--- src/core/ehc_regs.svh ---
// Register offsets, field positions, reset values and protocol constants
// of the Ethernet header comparator stage.
// Assumes a plain register port with byte addresses and 32-bit data.
`ifndef EHC_REGS_SVH
`define EHC_REGS_SVH

// ----------------------------------------------------------------------
// Comparator identity codes
// ----------------------------------------------------------------------
`define EHC_ID_ETH1 3'h0
`define EHC_ID_ETH2 3'h1
`define EHC_ID_IPA 3'h2
`define EHC_ID_IPB 3'h3
`define EHC_ID_MPLS 3'h4
`define EHC_ID_LAST 3'h5

// ----------------------------------------------------------------------
// Register byte addresses
// ----------------------------------------------------------------------
`define EHC_OFS_NEXT 6'h00
`define EHC_OFS_SIG 6'h04
`define EHC_OFS_HDR 6'h08
`define EHC_OFS_TPV 6'h0c
`define EHC_OFS_CTRL 6'h10
`define EHC_OFS_TYPE 6'h14
`define EHC_OFS_LEN 6'h18
`define EHC_OFS_FACT 6'h1c
`define EHC_OFS_FCH 6'h20
`define EHC_OFS_FTAG 6'h24
`define EHC_OFS_STAT 6'h28

// ----------------------------------------------------------------------
// Field positions
// ----------------------------------------------------------------------
`define EHC_CTRL_BB 0
`define EHC_CTRL_TEN 1
`define EHC_CTRL_MIX 2
`define EHC_STAT_TAGS_LSB 1
`define EHC_STAT_HITS_LSB 8

// ----------------------------------------------------------------------
// Reset values and protocol constants
// ----------------------------------------------------------------------
`define EHC_RST_TPV 16'h8a88
`define EHC_RST_LEN_HI 16'h05ff
`define EHC_CTAG 16'h8100
`define EHC_ITAG 16'h88e7
`define EHC_LEN_LIMIT 16'h0600
`define EHC_SAP_A 8'haa
`define EHC_SAP_B 8'hab
`define EHC_LLC_CTL 8'h03
`define EHC_OUI_ALT 24'h0000f8
`define EHC_ADDR_BYTES 4'hc
`define EHC_LLC_BYTES 4'h3
`define EHC_OUI_BYTES 4'h3
`define EHC_ITAG_BYTES 4'h4

`endif

--- src/core/ehc_pkg.sv ---
// Types shared by the Ethernet header comparator files.
// Assumes ehc_regs.svh supplies the numeric constants.
package ehc_pkg;

   // Parser states: idle, done and one per header field kind.
   typedef enum logic [2:0] {
      EHC_IDLE, EHC_ADDR, EHC_TYPE, EHC_TCI, EHC_ITAG, EHC_LLC, EHC_SNAP, EHC_DONE
   } ehc_state_t;

   // One byte of the aligned frame data path.
   typedef struct packed {
      logic valid;
      logic sof;
      logic eof;
      logic [1:0] chan;
      logic [7:0] data;
   } ehc_byte_t;

   // Hand-over to the encapsulation engine controller.
   typedef struct packed {
      logic valid;
      logic match;
      logic no_modify_signal;
      logic [2:0] next_id;
      logic [7:0] next_pos;
      logic [7:0] sig_pos;
   } ehc_result_t;

endpackage : ehc_pkg

--- src/core/ehc_flow_match.sv ---
// Per-flow gating of the Ethernet comparator.
// Assumes configuration is stable while a header is being parsed.
module ehc_flow_match import ehc_pkg::*; #(
   parameter int FLOWS = 8,
   parameter int CH_W = 2
) (
   // Flow configuration
   input wire logic [FLOWS-1:0] active,
   input wire logic [FLOWS*(1<<CH_W)-1:0] chan_sel,
   input wire logic [2*FLOWS-1:0] tag_cnt,
   // Frame properties
   input wire logic [CH_W-1:0] chan,
   input wire logic [1:0] tags,
   // Per-flow hit
   output logic [FLOWS-1:0] hit
);

   localparam int NCH = 1 << CH_W;

   // A flow counts only when enabled, selected for the channel and the
   // tag count agrees; the code 3 is illegal and never matches.
   generate
      for (genvar i = 0; i < FLOWS; i++) begin : g_flow
         assign hit[i] = active[i] && chan_sel[i*NCH + int'(chan)] &&
                         (tag_cnt[2*i +: 2] == tags) && (tag_cnt[2*i +: 2] != 2'h3);
      end
   endgenerate

endmodule : ehc_flow_match

--- src/core/ehc_eth_comparator.sv ---
// Ethernet/LLC/SNAP header comparator stage of the packet analyzer.
// Assumes byte-wide aligned frame data on clk and a controller that
// consumes a one-cycle result pulse per frame.
//
// Functional notes
// Comparator codes: 0 first Ethernet, 1 second, 2-3 IP, 4 MPLS, 5 last.
// Match bit compared only where mask bit is 1; otherwise wildcard.
// Range checks include both bounds.
// Comparator one starts every frame; comparator two starts where told.
// Type II: up to two tags, S value or 0x8100, before EtherType.
// LLC before SNAP: both service points 0xaa/0xab, control 0x03.
// SNAP is three organisation bytes (0 or 0xf8) plus EtherType.
// SNAP EtherType naming a tag is followed by that tag.
// Longest header: addresses, two tags, length, LLC, SNAP.
// Backbone header: at most one tag then the I-tag.
// One next-protocol descriptor shared by all flows.
// Next protocol checks final EtherType, tags and length value.
// 3-bit field names the comparator that follows.
// 5-bit offset locates the frame signature field.
// 16-bit global tag value for all tags except C and I.
// Backbone bridging enable exists only in comparator one.
// EtherType match applies only to type II frames.
// Flows classified by tags and addresses against several sets; the code checks tag count and channel only, not addresses.
// Flow used only when enabled and its channel bit is set.
// Per-flow 2-bit count of tags: 0, 1 or 2.
// Any failed stage reports no-modify to the time stamp block.
// Software programs the header length offset from byte 0.
// Mixed mode: below 0x0600 is length needing LLC/SNAP.
// Next comparator code above 5 makes the frame unmatched.
`include "ehc_regs.svh"

module ehc_eth_comparator import ehc_pkg::*; #(
   parameter logic [2:0] COMP_ID = `EHC_ID_ETH1,
   parameter int FLOWS = 8,
   parameter int CH_W = 2
) (
   // Clock and reset
   input wire logic clk,
   input wire logic reset,
   // Register port
   input wire logic [5:0] reg_addr,
   input wire logic [31:0] reg_wdata,
   input wire logic reg_wr,
   input wire logic reg_rd,
   output logic [31:0] reg_rdata,
   // Frame data and stage start
   input wire ehc_byte_t in_byte,
   input wire logic go,
   input wire logic [7:0] go_pos,
   // Result to the controller
   output ehc_result_t result
);

   // ----------------------------------------------------------------------
   // Decoding helpers
   // ----------------------------------------------------------------------

   function automatic logic mask_hit(input logic [15:0] v, input logic [15:0] m, input logic [15:0] k);
      mask_hit = ((v ^ m) & k) == 16'h0000;
   endfunction : mask_hit

   function automatic logic in_range(input logic [15:0] v, input logic [15:0] lo, input logic [15:0] hi);
      in_range = (v >= lo) && (v <= hi);
   endfunction : in_range

   function automatic logic is_sap(input logic [7:0] b);
      is_sap = (b == `EHC_SAP_A) || (b == `EHC_SAP_B);
   endfunction : is_sap

   // ----------------------------------------------------------------------
   // Registers
   // ----------------------------------------------------------------------
   logic [2:0] next_stage_select_ff;
   logic [4:0] signature_field_offset_ff;
   logic [7:0] hdr_offs_ff;
   logic [15:0] tag_protocol_value_ff;
   logic backbone_bridging_enable_ff;
   logic type_match_enable_ff;
   logic mixed_mode_ff;
   logic [15:0] type_match_value_ff;
   logic [15:0] type_match_mask_ff;
   logic [15:0] len_lo_ff;
   logic [15:0] len_hi_ff;
   logic [FLOWS-1:0] flow_active_ff;
   logic [FLOWS*(1<<CH_W)-1:0] flow_channel_select_ff;
   logic [2*FLOWS-1:0] tag_count_ff;
   logic last_match_ff;
   logic [1:0] last_tags_ff;
   logic [FLOWS-1:0] last_hits_ff;
   logic [31:0] rdata_ff;

   // Parser state.
   ehc_state_t state_ff;
   ehc_state_t nxt_state;
   logic [3:0] cnt_ff;
   logic [3:0] nxt_cnt;
   logic [7:0] hi_ff;
   logic [15:0] oui_ff;
   logic [1:0] tags_ff;
   logic llc_ff;
   logic itag_ff;
   logic [CH_W-1:0] chan_ff;
   logic [7:0] pos_ff;
   logic [7:0] start_ff;
   logic armed_ff;
   ehc_result_t res_ff;

   // Decision terms.
   logic bb_eff;
   logic [1:0] tag_lim;
   logic [15:0] word;
   logic [23:0] organisation_identifier;
   logic [7:0] idx;
   logic begin_hit;
   logic fin_fire;
   logic fin_ok;
   logic tag_inc;
   logic llc_set;
   logic itag_set;
   logic [FLOWS-1:0] hits;

   // The second comparator has no backbone mode at all.
   assign bb_eff = (COMP_ID == `EHC_ID_ETH1) && backbone_bridging_enable_ff;
   assign tag_lim = bb_eff ? 2'h1 : 2'h2;
   assign word = {hi_ff, in_byte.data};
   assign organisation_identifier = {oui_ff, in_byte.data};
   assign idx = in_byte.sof ? 8'h00 : pos_ff;
   // Comparator one always begins at byte 0; others wait for the controller.
   assign begin_hit = in_byte.valid && (state_ff == EHC_IDLE) &&
                      ((COMP_ID == `EHC_ID_ETH1) ? in_byte.sof : (armed_ff && idx == start_ff));

   // ----------------------------------------------------------------------
   // Register write port
   // ----------------------------------------------------------------------

   // One shared next-protocol descriptor plus per-flow settings.
   always_ff @(posedge clk) begin
      if (reset) begin
         next_stage_select_ff <= `EHC_ID_LAST;
         signature_field_offset_ff <= 5'h00;
         hdr_offs_ff <= 8'h00;
         tag_protocol_value_ff <= `EHC_RST_TPV;
         backbone_bridging_enable_ff <= 1'b0;
         type_match_enable_ff <= 1'b0;
         mixed_mode_ff <= 1'b0;
         type_match_value_ff <= 16'h0000;
         type_match_mask_ff <= 16'h0000;
         len_lo_ff <= 16'h0000;
         len_hi_ff <= `EHC_RST_LEN_HI;
         flow_active_ff <= '0;
         flow_channel_select_ff <= '0;
         tag_count_ff <= '0;
      end else if (reg_wr) begin
         unique case (reg_addr)
            `EHC_OFS_NEXT: next_stage_select_ff <= reg_wdata[2:0];
            `EHC_OFS_SIG: signature_field_offset_ff <= reg_wdata[4:0];
            `EHC_OFS_HDR: hdr_offs_ff <= reg_wdata[7:0];
            `EHC_OFS_TPV: tag_protocol_value_ff <= reg_wdata[15:0];
            `EHC_OFS_CTRL: begin
               backbone_bridging_enable_ff <= reg_wdata[`EHC_CTRL_BB];
               type_match_enable_ff <= reg_wdata[`EHC_CTRL_TEN];
               mixed_mode_ff <= reg_wdata[`EHC_CTRL_MIX];
            end
            `EHC_OFS_TYPE: begin
               type_match_value_ff <= reg_wdata[15:0];
               type_match_mask_ff <= reg_wdata[31:16];
            end
            `EHC_OFS_LEN: begin
               len_lo_ff <= reg_wdata[15:0];
               len_hi_ff <= reg_wdata[31:16];
            end
            `EHC_OFS_FACT: flow_active_ff <= reg_wdata[FLOWS-1:0];
            `EHC_OFS_FCH: flow_channel_select_ff <= reg_wdata[FLOWS*(1<<CH_W)-1:0];
            `EHC_OFS_FTAG: tag_count_ff <= reg_wdata[2*FLOWS-1:0];
            default: ;
         endcase
      end
   end

   // ----------------------------------------------------------------------
   // Register read port
   // ----------------------------------------------------------------------

   // Data stand only in the cycle after the strobe; unmapped reads give zero.
   always_ff @(posedge clk) begin
      if (reset || !reg_rd) begin
         rdata_ff <= 32'h0000_0000;
      end else begin
         unique case (reg_addr)
            `EHC_OFS_NEXT: rdata_ff <= {29'h0, next_stage_select_ff};
            `EHC_OFS_SIG: rdata_ff <= {27'h0, signature_field_offset_ff};
            `EHC_OFS_HDR: rdata_ff <= {24'h0, hdr_offs_ff};
            `EHC_OFS_TPV: rdata_ff <= {16'h0, tag_protocol_value_ff};
            `EHC_OFS_CTRL: rdata_ff <= {29'h0, mixed_mode_ff, type_match_enable_ff, bb_eff};
            `EHC_OFS_TYPE: rdata_ff <= {type_match_mask_ff, type_match_value_ff};
            `EHC_OFS_LEN: rdata_ff <= {len_hi_ff, len_lo_ff};
            `EHC_OFS_FACT: rdata_ff <= 32'(flow_active_ff);
            `EHC_OFS_FCH: rdata_ff <= 32'(flow_channel_select_ff);
            `EHC_OFS_FTAG: rdata_ff <= 32'(tag_count_ff);
            `EHC_OFS_STAT: rdata_ff <= (32'(last_hits_ff) << `EHC_STAT_HITS_LSB) |
                                       (32'(last_tags_ff) << `EHC_STAT_TAGS_LSB) | 32'(last_match_ff);
            default: rdata_ff <= 32'h0000_0000;
         endcase
      end
   end

   assign reg_rdata = rdata_ff;

   // ----------------------------------------------------------------------
   // Flow gating
   // ----------------------------------------------------------------------
   ehc_flow_match #(.FLOWS(FLOWS), .CH_W(CH_W)) u_flow (
      .active(flow_active_ff),
      .chan_sel(flow_channel_select_ff),
      .tag_cnt(tag_count_ff),
      .chan(chan_ff),
      .tags(tags_ff),
      .hit(hits)
   );

   // ----------------------------------------------------------------------
   // Header parser decisions
   // ----------------------------------------------------------------------

   // Each field is walked byte by byte; a frame that ends early fails.
   always_comb begin
      nxt_state = state_ff;
      nxt_cnt = cnt_ff;
      fin_fire = 1'b0;
      fin_ok = 1'b0;
      tag_inc = 1'b0;
      llc_set = 1'b0;
      itag_set = 1'b0;
      if (begin_hit) begin
         nxt_state = EHC_ADDR;
         nxt_cnt = 4'h1;
      end else if (in_byte.valid) begin
         unique case (state_ff)
            EHC_IDLE, EHC_DONE: ;
            EHC_ADDR: begin
               nxt_cnt = cnt_ff + 4'h1;
               if (cnt_ff == `EHC_ADDR_BYTES - 4'h1) begin
                  nxt_state = EHC_TYPE;
                  nxt_cnt = 4'h0;
               end
            end
            EHC_TYPE: begin
               nxt_cnt = 4'h1;
               if (cnt_ff == 4'h1) begin
                  nxt_cnt = 4'h0;
                  if ((word == `EHC_CTAG || word == tag_protocol_value_ff) &&
                      tags_ff < tag_lim && !itag_ff) begin
                     nxt_state = EHC_TCI;
                     tag_inc = 1'b1;
                  end else if (bb_eff && word == `EHC_ITAG) begin
                     nxt_state = EHC_ITAG;
                     itag_set = 1'b1;
                  end else if (word < `EHC_LEN_LIMIT) begin
                     if (mixed_mode_ff && !llc_ff && !bb_eff && in_range(word, len_lo_ff, len_hi_ff)) begin
                        nxt_state = EHC_LLC;
                        llc_set = 1'b1;
                     end else begin
                        nxt_state = EHC_DONE;
                        fin_fire = 1'b1;
                     end
                  end else begin
                     // Final EtherType; the match register is ignored behind LLC/SNAP.
                     nxt_state = EHC_DONE;
                     fin_fire = 1'b1;
                     fin_ok = !bb_eff && (|hits) &&
                              (!(type_match_enable_ff && !llc_ff) ||
                               mask_hit(word, type_match_value_ff, type_match_mask_ff));
                  end
               end
            end
            EHC_TCI: begin
               nxt_cnt = cnt_ff + 4'h1;
               if (cnt_ff == 4'h1) begin
                  nxt_state = EHC_TYPE;
                  nxt_cnt = 4'h0;
               end
            end
            EHC_ITAG: begin
               nxt_cnt = cnt_ff + 4'h1;
               if (cnt_ff == `EHC_ITAG_BYTES - 4'h1) begin
                  // Customer addresses belong to the next Ethernet stage.
                  nxt_state = EHC_DONE;
                  fin_fire = 1'b1;
                  fin_ok = |hits;
               end
            end
            EHC_LLC: begin
               nxt_cnt = cnt_ff + 4'h1;
               if ((cnt_ff < 4'h2 && !is_sap(in_byte.data)) ||
                   (cnt_ff == 4'h2 && in_byte.data != `EHC_LLC_CTL)) begin
                  nxt_state = EHC_DONE;
                  fin_fire = 1'b1;
               end else if (cnt_ff == `EHC_LLC_BYTES - 4'h1) begin
                  nxt_state = EHC_SNAP;
                  nxt_cnt = 4'h0;
               end
            end
            EHC_SNAP: begin
               nxt_cnt = cnt_ff + 4'h1;
               if (cnt_ff == `EHC_OUI_BYTES - 4'h1) begin
                  nxt_cnt = 4'h0;
                  if (organisation_identifier == 24'h000000 || organisation_identifier == `EHC_OUI_ALT) begin
                     nxt_state = EHC_TYPE;
                  end else begin
                     nxt_state = EHC_DONE;
                     fin_fire = 1'b1;
                  end
               end
            end
         endcase
         // A header cut short by the end of the frame never matches.
         if (in_byte.eof && state_ff != EHC_IDLE && state_ff != EHC_DONE && !fin_fire) begin
            fin_fire = 1'b1;
            fin_ok = 1'b0;
         end
         if (in_byte.eof) begin
            nxt_state = EHC_IDLE;
         end
      end
   end

   // ----------------------------------------------------------------------
   // Parser state
   // ----------------------------------------------------------------------

   always_ff @(posedge clk) begin
      if (reset) begin
         state_ff <= EHC_IDLE;
         cnt_ff <= 4'h0;
      end else begin
         state_ff <= nxt_state;
         cnt_ff <= nxt_cnt;
      end
   end

   // Header history: tag count, LLC seen, I-tag seen, shifted bytes.
   always_ff @(posedge clk) begin
      if (reset || begin_hit) begin
         tags_ff <= 2'h0;
         llc_ff <= 1'b0;
         itag_ff <= 1'b0;
         hi_ff <= 8'h00;
         oui_ff <= 16'h0000;
      end else if (in_byte.valid) begin
         tags_ff <= tags_ff + {1'b0, tag_inc};
         llc_ff <= llc_ff | llc_set;
         itag_ff <= itag_ff | itag_set;
         hi_ff <= in_byte.data;
         oui_ff <= {oui_ff[7:0], in_byte.data};
      end
   end

   // Byte position in the frame and the start point given by the controller.
   always_ff @(posedge clk) begin
      if (reset) begin
         pos_ff <= 8'h00;
         chan_ff <= '0;
      end else if (in_byte.valid) begin
         pos_ff <= (idx == 8'hff) ? idx : idx + 8'h01;
         if (in_byte.sof) begin
            chan_ff <= in_byte.chan;
         end
      end
   end

   always_ff @(posedge clk) begin
      if (reset) begin
         armed_ff <= 1'b0;
         start_ff <= 8'h00;
      end else if (go) begin
         armed_ff <= 1'b1;
         start_ff <= go_pos;
      end else if (begin_hit || (in_byte.valid && in_byte.eof)) begin
         armed_ff <= 1'b0;
      end
   end

   // ----------------------------------------------------------------------
   // Result to the controller
   // ----------------------------------------------------------------------

   // A failure, or a next code past the last stage, tells the time stamp
   // block to leave the frame alone rather than pass on a stale chain.
   always_ff @(posedge clk) begin
      if (reset || !fin_fire) begin
         res_ff <= '0;
      end else begin
         res_ff.valid <= 1'b1;
         res_ff.match <= fin_ok && (next_stage_select_ff <= `EHC_ID_LAST);
         res_ff.no_modify_signal <= !(fin_ok && (next_stage_select_ff <= `EHC_ID_LAST));
         res_ff.next_id <= next_stage_select_ff;
         res_ff.next_pos <= start_ff + hdr_offs_ff;
         res_ff.sig_pos <= start_ff + {3'h0, signature_field_offset_ff};
      end
   end

   always_ff @(posedge clk) begin
      if (reset) begin
         last_match_ff <= 1'b0;
         last_tags_ff <= 2'h0;
         last_hits_ff <= '0;
      end else if (fin_fire) begin
         last_match_ff <= fin_ok;
         last_tags_ff <= tags_ff;
         last_hits_ff <= hits;
      end
   end

   assign result = res_ff;
endmodule : ehc_eth_comparator

--- config.mk ---
export PLATFORM = sky130hd
export DESIGN_NAME = ehc_eth_comparator
export DESIGN_NICKNAME = d
export VERILOG_FILES = /design/src/core/ehc_pkg.sv /design/src/core/ehc_flow_match.sv /design/src/core/ehc_eth_comparator.sv
export VERILOG_INCLUDE_DIRS = /design/src /design/src/core
export SDC_FILE = /design/constraint.sdc
export NUM_CORES = 1
export LEC_CHECK = 0
export ABC_AREA = 1
export BUFFER_PORTS_ARGS = -buffer_cell sky130_fd_sc_hd__buf_4
export CAP_MARGIN = 20
export CORE_UTILIZATION = 50
export CTS_CLUSTER_SIZE = 30
export DETAILED_ROUTE_END_ITERATION = 10
export MAX_ROUTING_LAYER = met4
export PLACE_DENSITY = 0.74
export SYNTH_ARGS = -nofsm -noshare
export SYNTH_HDL_FRONTEND = slang
export SYNTH_SLANG_ARGS = --single-unit
--- constraint.sdc ---
create_clock -name clk -period 2.3 [get_ports clk]
set_input_delay 0.46 -clock clk [delete_from_list [all_inputs] [get_ports clk]]
set_output_delay 0.46 -clock clk [all_outputs]
set_load 0.02 [all_outputs]
== Yosys cells after proc, flatten, opt, wreduce, memory -nomap -nowiden ==
Cells that the tools add are included.

* Flip-flop bits (word level): 265
* Bits of input ports: 64
* Output and inout bits: 54
* Word-level logic and storage cells: 301

* Add/subtract/negate cells: 11
* $lt $le $gt $ge: 14
* Equality and inequality tests: 56
* Mux-type cells: 93
* Bitwise operators: 6
* Reduce and logical (&&, ||, !) cells: 86

{| class="wikitable"
|+ Operators by type and width
! operator !! number
|-
| 32-bit case mux with 11 select lines || 1
|-
| 32-bit by 7-bit less-than comparator with 1-bit output, second input constant || 7
|-
| 1-bit two-way mux || 61
|-
| 1-bit logical AND || 42
|-
| 3-bit two-way mux || 12
|-
| 1-bit binary-select mux with 5-bit select || 7
|-
| 16-bit == test, second input constant || 2
|-
| 2-bit AND reduction || 13
|-
| 5-bit by 2-bit adder with 6-bit output, first input constant || 4
|-
| 24-bit by 8-bit == test with 1-bit output, second input constant || 1
|-
| 6-bit by 5-bit == test with 1-bit output, second input constant || 4
|-
| 24-bit zero test || 1
|-
| 4-bit != test, second input constant || 6
|-
| 4-bit case mux with 6 select lines || 1
|-
| 22-bit two-way mux || 1
|-
| 6-bit == test, second input constant || 3
|-
| 3-bit != test, second input constant || 6
|-
| 3-bit case mux with 6 select lines || 1
|-
| 16-bit AND || 1
|-
| 16-bit == test || 1
|-
| 2-bit == test || 8
|-
| 8-bit == test, second input constant || 2
|-
| 16-bit >= comparator || 1
|-
| 16-bit <= comparator || 1
|-
| 44 further kinds || 79
|}

== Logic depth before layout (Yosys ltp) ==
* Depth after elaboration: 21
* Mapped depth: 18
* Mapped depth without buffers: 18

== Hierarchy ==
From an unflattened synthesis, not the netlist that was laid out.

* Cell total of the unflattened synthesis: 1851
* Area total of the unflattened synthesis: 12831.1 um^2

{| class="wikitable"
|+ Modules (own cells, without submodules)
! module !! times used !! cells an instance !! area each (um^2) !! sequential area each (um^2)
|-
| ehc_eth_comparator || 1 || 1720 || 12154.2 || 5144.9
|-
| ehc_flow_match || 1 || 131 || 676.9 || 0.0
|}

== Least setup slack after synthesis ==
OpenSTA, ideal clock, no wires.

* Kind: in2reg
* Start: in in_byte[7] in the netlist's numbering
* End: reg last_hits_ff[7]
* Setup time: 115 ps
* Data arrival time: 1820 ps
* Required time: 2185 ps
* Setup slack: 365 ps
* Stages: 15
* Path through: ha_1 > nand2_1 > inv_1 > nand2_1 > nor2_1 > nor2_1 > nand2_1 > nand2_1 > a21oi_1 > nand2_1 > nand3_2 > nand3_2 > buf_2 > a21oi_1 > nor2_1

* Longest elaborated chain between the ends: 16
* Elaborated cells on any way between the ends: 39
* Classes of those cells: 3 x order compare; 7 x eq/ne; 14 x mux; 15 x reduce/logical

{| class="wikitable"
|+ RTL lines
! what !! line !! RTL
|-
| from (decl) || ehc_eth_comparator.sv:47 || <nowiki>input wire ehc_byte_t in_byte,</nowiki>
|-
| 16-bit >= comparator or 16-bit <= comparator (tied branches) || ehc_eth_comparator.sv:63 || <nowiki>in_range = (v >= lo) && (v <= hi);</nowiki>
|-
| 1-bit logical AND || ehc_eth_comparator.sv:63 ||
|-
| 1-bit logical AND || ehc_eth_comparator.sv:259 || <nowiki>if (mixed_mode_ff && !llc_ff && !bb_eff && in_range(word, len_lo_ff, len_hi_ff)) begin</nowiki>
|-
| 1-bit two-way mux || ehc_eth_comparator.sv:259 ||
|-
| 1-bit two-way mux || ehc_eth_comparator.sv:258 || <nowiki>end else if (word < `EHC_LEN_LIMIT) begin</nowiki>
|-
| 1-bit two-way mux || ehc_eth_comparator.sv:255 || <nowiki>end else if (bb_eff && word == `EHC_ITAG) begin</nowiki>
|-
| 1-bit two-way mux || ehc_eth_comparator.sv:251 || <nowiki>if ((word == `EHC_CTAG || word == tag_protocol_value_ff) &&</nowiki>
|-
| 1-bit two-way mux || ehc_eth_comparator.sv:249 || <nowiki>if (cnt_ff == 4'h1) begin</nowiki>
|-
| 1-bit case mux with 4 select lines * || ehc_eth_comparator.sv:238 || <nowiki>unique case (state_ff)</nowiki>
|-
| 1-bit two-way mux * || ehc_eth_comparator.sv:237 || <nowiki>end else if (in_byte.valid) begin</nowiki>
|-
| 1-bit two-way mux * || ehc_eth_comparator.sv:234 || <nowiki>if (begin_hit) begin</nowiki>
|-
| 1-bit zero test || ehc_eth_comparator.sv:317 || <nowiki>if (in_byte.eof && state_ff != EHC_IDLE && state_ff != EHC_DONE && !fin_fire) begin</nowiki>
|-
| 1-bit logical AND || ehc_eth_comparator.sv:317 ||
|-
| 1-bit two-way mux * || ehc_eth_comparator.sv:317 ||
|-
| 1-bit two-way mux * || ehc_eth_comparator.sv:237 ||
|-
| 1-bit two-way mux * || ehc_eth_comparator.sv:234 ||
|-
| to (signal assigned) || ehc_eth_comparator.sv:410 || <nowiki>last_hits_ff <= hits;</nowiki>
|-
| to (decl) || ehc_eth_comparator.sv:89 || <nowiki>logic [FLOWS-1:0] last_hits_ff;</nowiki>
|}

Mark *: on every way between the ends. The rest lies on a longest branch, timed or not. The select of a mux whose other input is x is not followed.
A chain may end at the register's enable or synchronous reset.

== Final worst setup path ==
* Start: reg hi_ff[4]
* End: reg state_ff[1]

* Longest elaborated chain between the ends: 10
* Elaborated cells on any way between the ends: 19
* Classes of those cells: 3 x order compare; 3 x eq/ne; 7 x mux; 6 x reduce/logical

{| class="wikitable"
|+ RTL lines
! what !! line !! RTL
|-
| from (decl) || ehc_eth_comparator.sv:97 || <nowiki>logic [7:0] hi_ff;</nowiki>
|-
| from (signal assigned) || ehc_eth_comparator.sv:353 || <nowiki>hi_ff <= in_byte.data;</nowiki>
|-
| 16-bit >= comparator or 16-bit <= comparator (tied branches) || ehc_eth_comparator.sv:63 ||
|-
| 1-bit logical AND || ehc_eth_comparator.sv:63 ||
|-
| 1-bit logical AND || ehc_eth_comparator.sv:259 ||
|-
| 2-bit two-way mux || ehc_eth_comparator.sv:259 ||
|-
| 3-bit two-way mux || ehc_eth_comparator.sv:258 ||
|-
| 3-bit two-way mux || ehc_eth_comparator.sv:255 ||
|-
| 3-bit two-way mux * || ehc_eth_comparator.sv:251 ||
|-
| 3-bit two-way mux * || ehc_eth_comparator.sv:249 ||
|-
| 3-bit case mux with 6 select lines * || ehc_eth_comparator.sv:238 ||
|-
| 3-bit two-way mux * || ehc_eth_comparator.sv:321 || <nowiki>if (in_byte.eof) begin</nowiki>
|-
| to (signal assigned) || ehc_eth_comparator.sv:336 || <nowiki>state_ff <= nxt_state;</nowiki>
|-
| to (decl) || ehc_eth_comparator.sv:93 || <nowiki>ehc_state_t state_ff;</nowiki>
|}

Marked as above.

==> impl_metrics.env <==
export IMPL_outcome="finished clean"
export IMPL_hp_class="in2reg"
export IMPL_synth_common_cells="295 x nand2_1, 269 x nor2_1, 257 x dfxtp_1, 218 x inv_1, 189 x o21ai_0"
export IMPL_grt_setup_unrepaired="true"
export IMPL_ant_nets=0
export IMPL_hold_violations=0
export IMPL_hold_buffers=0
export IMPL_relSlewSlack=0.478
export IMPL_std_cell_rows=57
export IMPL_ys_flop_type="dfxtp_1"
export IMPL_worst_setup_path_end_kind="flip-flop"
export IMPL_leakage_nw=6.88
export IMPL_ys_seq_elements=257
export IMPL_start_util=0.515
export IMPL_ys_seq_area_frac=0.406
export IMPL_cts_tree="done"
export IMPL_clk_insertion_delay_late_ps=560
export IMPL_cts_sinks=257
export IMPL_crit_required_ps=2700
export IMPL_drv_cap=0
export IMPL_die_h_um=161
export IMPL_tightest_slew_ps=763
export IMPL_crit_type="reg2reg"
export IMPL_drtPass1Iterations=6
export IMPL_clk_path_buf_depth=3
export IMPL_diodes=0
export IMPL_overflow=0
export IMPL_drtIter0Drc=1700
export IMPL_die_w_um=161
export IMPL_htreeDepth=1
export IMPL_clk_pin_slew_worst_paths_ps=70
export IMPL_area_growth_pct=22.6
export IMPL_route_detailed_drc=0
export IMPL_startpoint_type="flip-flop"
export IMPL_syn_area_mm2=0.0127
export IMPL_worstPathMaxFanout=5
export IMPL_routed_via_density=5.62
export IMPL_io_buffers=117
export IMPL_synthMostInstantiatedCell="nand2_1"
export IMPL_gp_congestion=0.969
export IMPL_grt_first_pass_wirelength_um=68200
export IMPL_synth_top_area_frac=0.406
export IMPL_grt_pass1_vias=12069
export IMPL_nets=2078
export IMPL_setup_tns_ps=0
export IMPL_root_buffer="clkbuf_16"
export IMPL_period_share=0.957
export IMPL_drv_slew=0
export IMPL_skew_ps=14.3
export IMPL_critPathArrivalTime_ps=2600
export IMPL_routed_wl_um=44000
export IMPL_synth_edf_count=0
export IMPL_irDropWorstVdd_uv=556
export IMPL_yosys_top_cells_area="dfxtp_1 41%, nand2_1 8.7%, nor2_1 8.0%"
export IMPL_num_vias=12976
export IMPL_routedWlPerCell_um=19.1
export IMPL_synth_nets=1908
export IMPL_totalPowerFinal_mw=10.4
export IMPL_drive_gt1_frac=0.168
export IMPL_grt_max_degree=147
export IMPL_core_area_mm2=0.0246
export IMPL_antenna_found_initial=0
export IMPL_crit_path_cell_trace="nor2_1 -> nand2_1 -> nor2_1 -> nand4_1 -> a21oi_2 -> nand2_2 -> buf_4 -> buf_4 -> a21oi_1 -> or2_0 -> a21oi_1"
export IMPL_synth_area_per_cell_um2=7.07
export IMPL_period_needed_ps=2200
export IMPL_ios=118
export IMPL_grtUsageTotal=0.347
export IMPL_power_density_mw_per_mm2=670
export IMPL_synthDistinctLibCells=49
export IMPL_async_reset_ff_frac=0
export IMPL_die_area_mm2=0.0260
export IMPL_synth_area_leader_cell="dfxtp_1"
export IMPL_clock_fmax_mhz=454
export IMPL_hpwlAfterDp_um=32400
export IMPL_finalSetupViolCount=0
export IMPL_cp_slowest_stage_delay_ps=380
export IMPL_cts_made_buffers=28
export IMPL_syn_inst=1792
export IMPL_hold_ws_ps=134
export IMPL_yosysWarnings=0
export IMPL_crit_slowest_cell="dfxtp_1"
## final timing paths
kind / cells past startpoint / end / from / slack (ps)
setup / recovery: 11 / state_ff[1] / hi_ff[4] / 100
hold / removal: 3 / start_ff[6] / go_pos[6] / 130
setup reg to reg: 11 / state_ff[1] / hi_ff[4] / 100
hold reg to reg: 2 / oui_ff[9] / oui_ff[9] / 460
## metrics by stage
step / util / area (um^2) / worst slack, ps / cells
floorplan: - / 12700 / 365 / 1792
global placement: 0.585 / 14400 / -76.0 / 2255
detailed placement: 0.585 / 14400 / -68.8 / 2255
CTS: 0.626 / 15400 / 41.2 / 2307
global route: 0.631 / 15500 / -21.3 / 2308
finish: 0.631 / 15500 / 99.1 / 2308
## report_power, final
group          internal [mW]  switching [mW]  total [mW]  leakage [nW]
sequential              4.52          0.0624        4.58          2.08
clock                   2.95            1.95        4.89         0.496
combinational          0.342           0.580       0.922          4.30
## placed cells by master (no fill, tap or decap), types with 22 or more instances in the layout
master and instances:
nand2_1 292, nor2_1 268, dfxtp_1 250, inv_1 214, buf_4 214, o21ai_0 189, a21oi_1 161, nand3_1 72
ha_1 47, clkbuf_16 29, o22ai_1 28, o211ai_1 22
## routing by layer
layer	share of wire	up-vias	track usage
met1	0.42	5971	0.471
met3	0.11	110	0.0570
met5	0	-	-
li1	-	6233	-
met2	0.43	662	0.518
met4	0.038	0	0.128
## worst max-delay path, delay by kind of cell (launching register included)
kind	cells	cell delay, ps
compound gates	3	370
flops	1	380
buf+inv	2	280
simple gates	6	1000
## logic make-up after synthesis
logic type	Yosys count	share of synthesized area
AND/OR/NAND/NOR	696	0.231
AO/OA/AOI/OAI	451	0.198
buffers and inverters	318	0.0992
flip-flops	257	0.406
adder cells (fa/ha/maj)	52	0.0526
XOR/XNOR	18	0.0125
## sequential cells by signal, summed over array words and instances, names as in the netlist, 8 cells and up
register                count
flow_channel_select_ff     32
reg_rdata                  32
result                     22
len_hi_ff                  16
len_lo_ff                  16
tag_count_ff               16
tag_protocol_value_ff      16
type_match_mask_ff         16
type_match_value_ff        16
oui_ff                      9
flow_active_ff              8
hdr_offs_ff                 8
last_hits_ff                8
start_ff                    8
## repair_timing
item	4_1_cts	5_1_grt
pin swaps	0	5
gates resized for setup	1	28
gates cloned	0	0
endpoints found under the setup margin	1	33
setup buffers	0	1
## cell type report
class,count,area (um^2)
Clock buffer,37,816
Sequential cell,257,5160
Multi-Input combinational cell,1217,6350
Fill cell,2215,9090
Timing Repair Buffer,219,1690
Clock inverter,15,195
Inverter,239,900
Tap cell,324,405
Power figures use the tool's default switching activity.
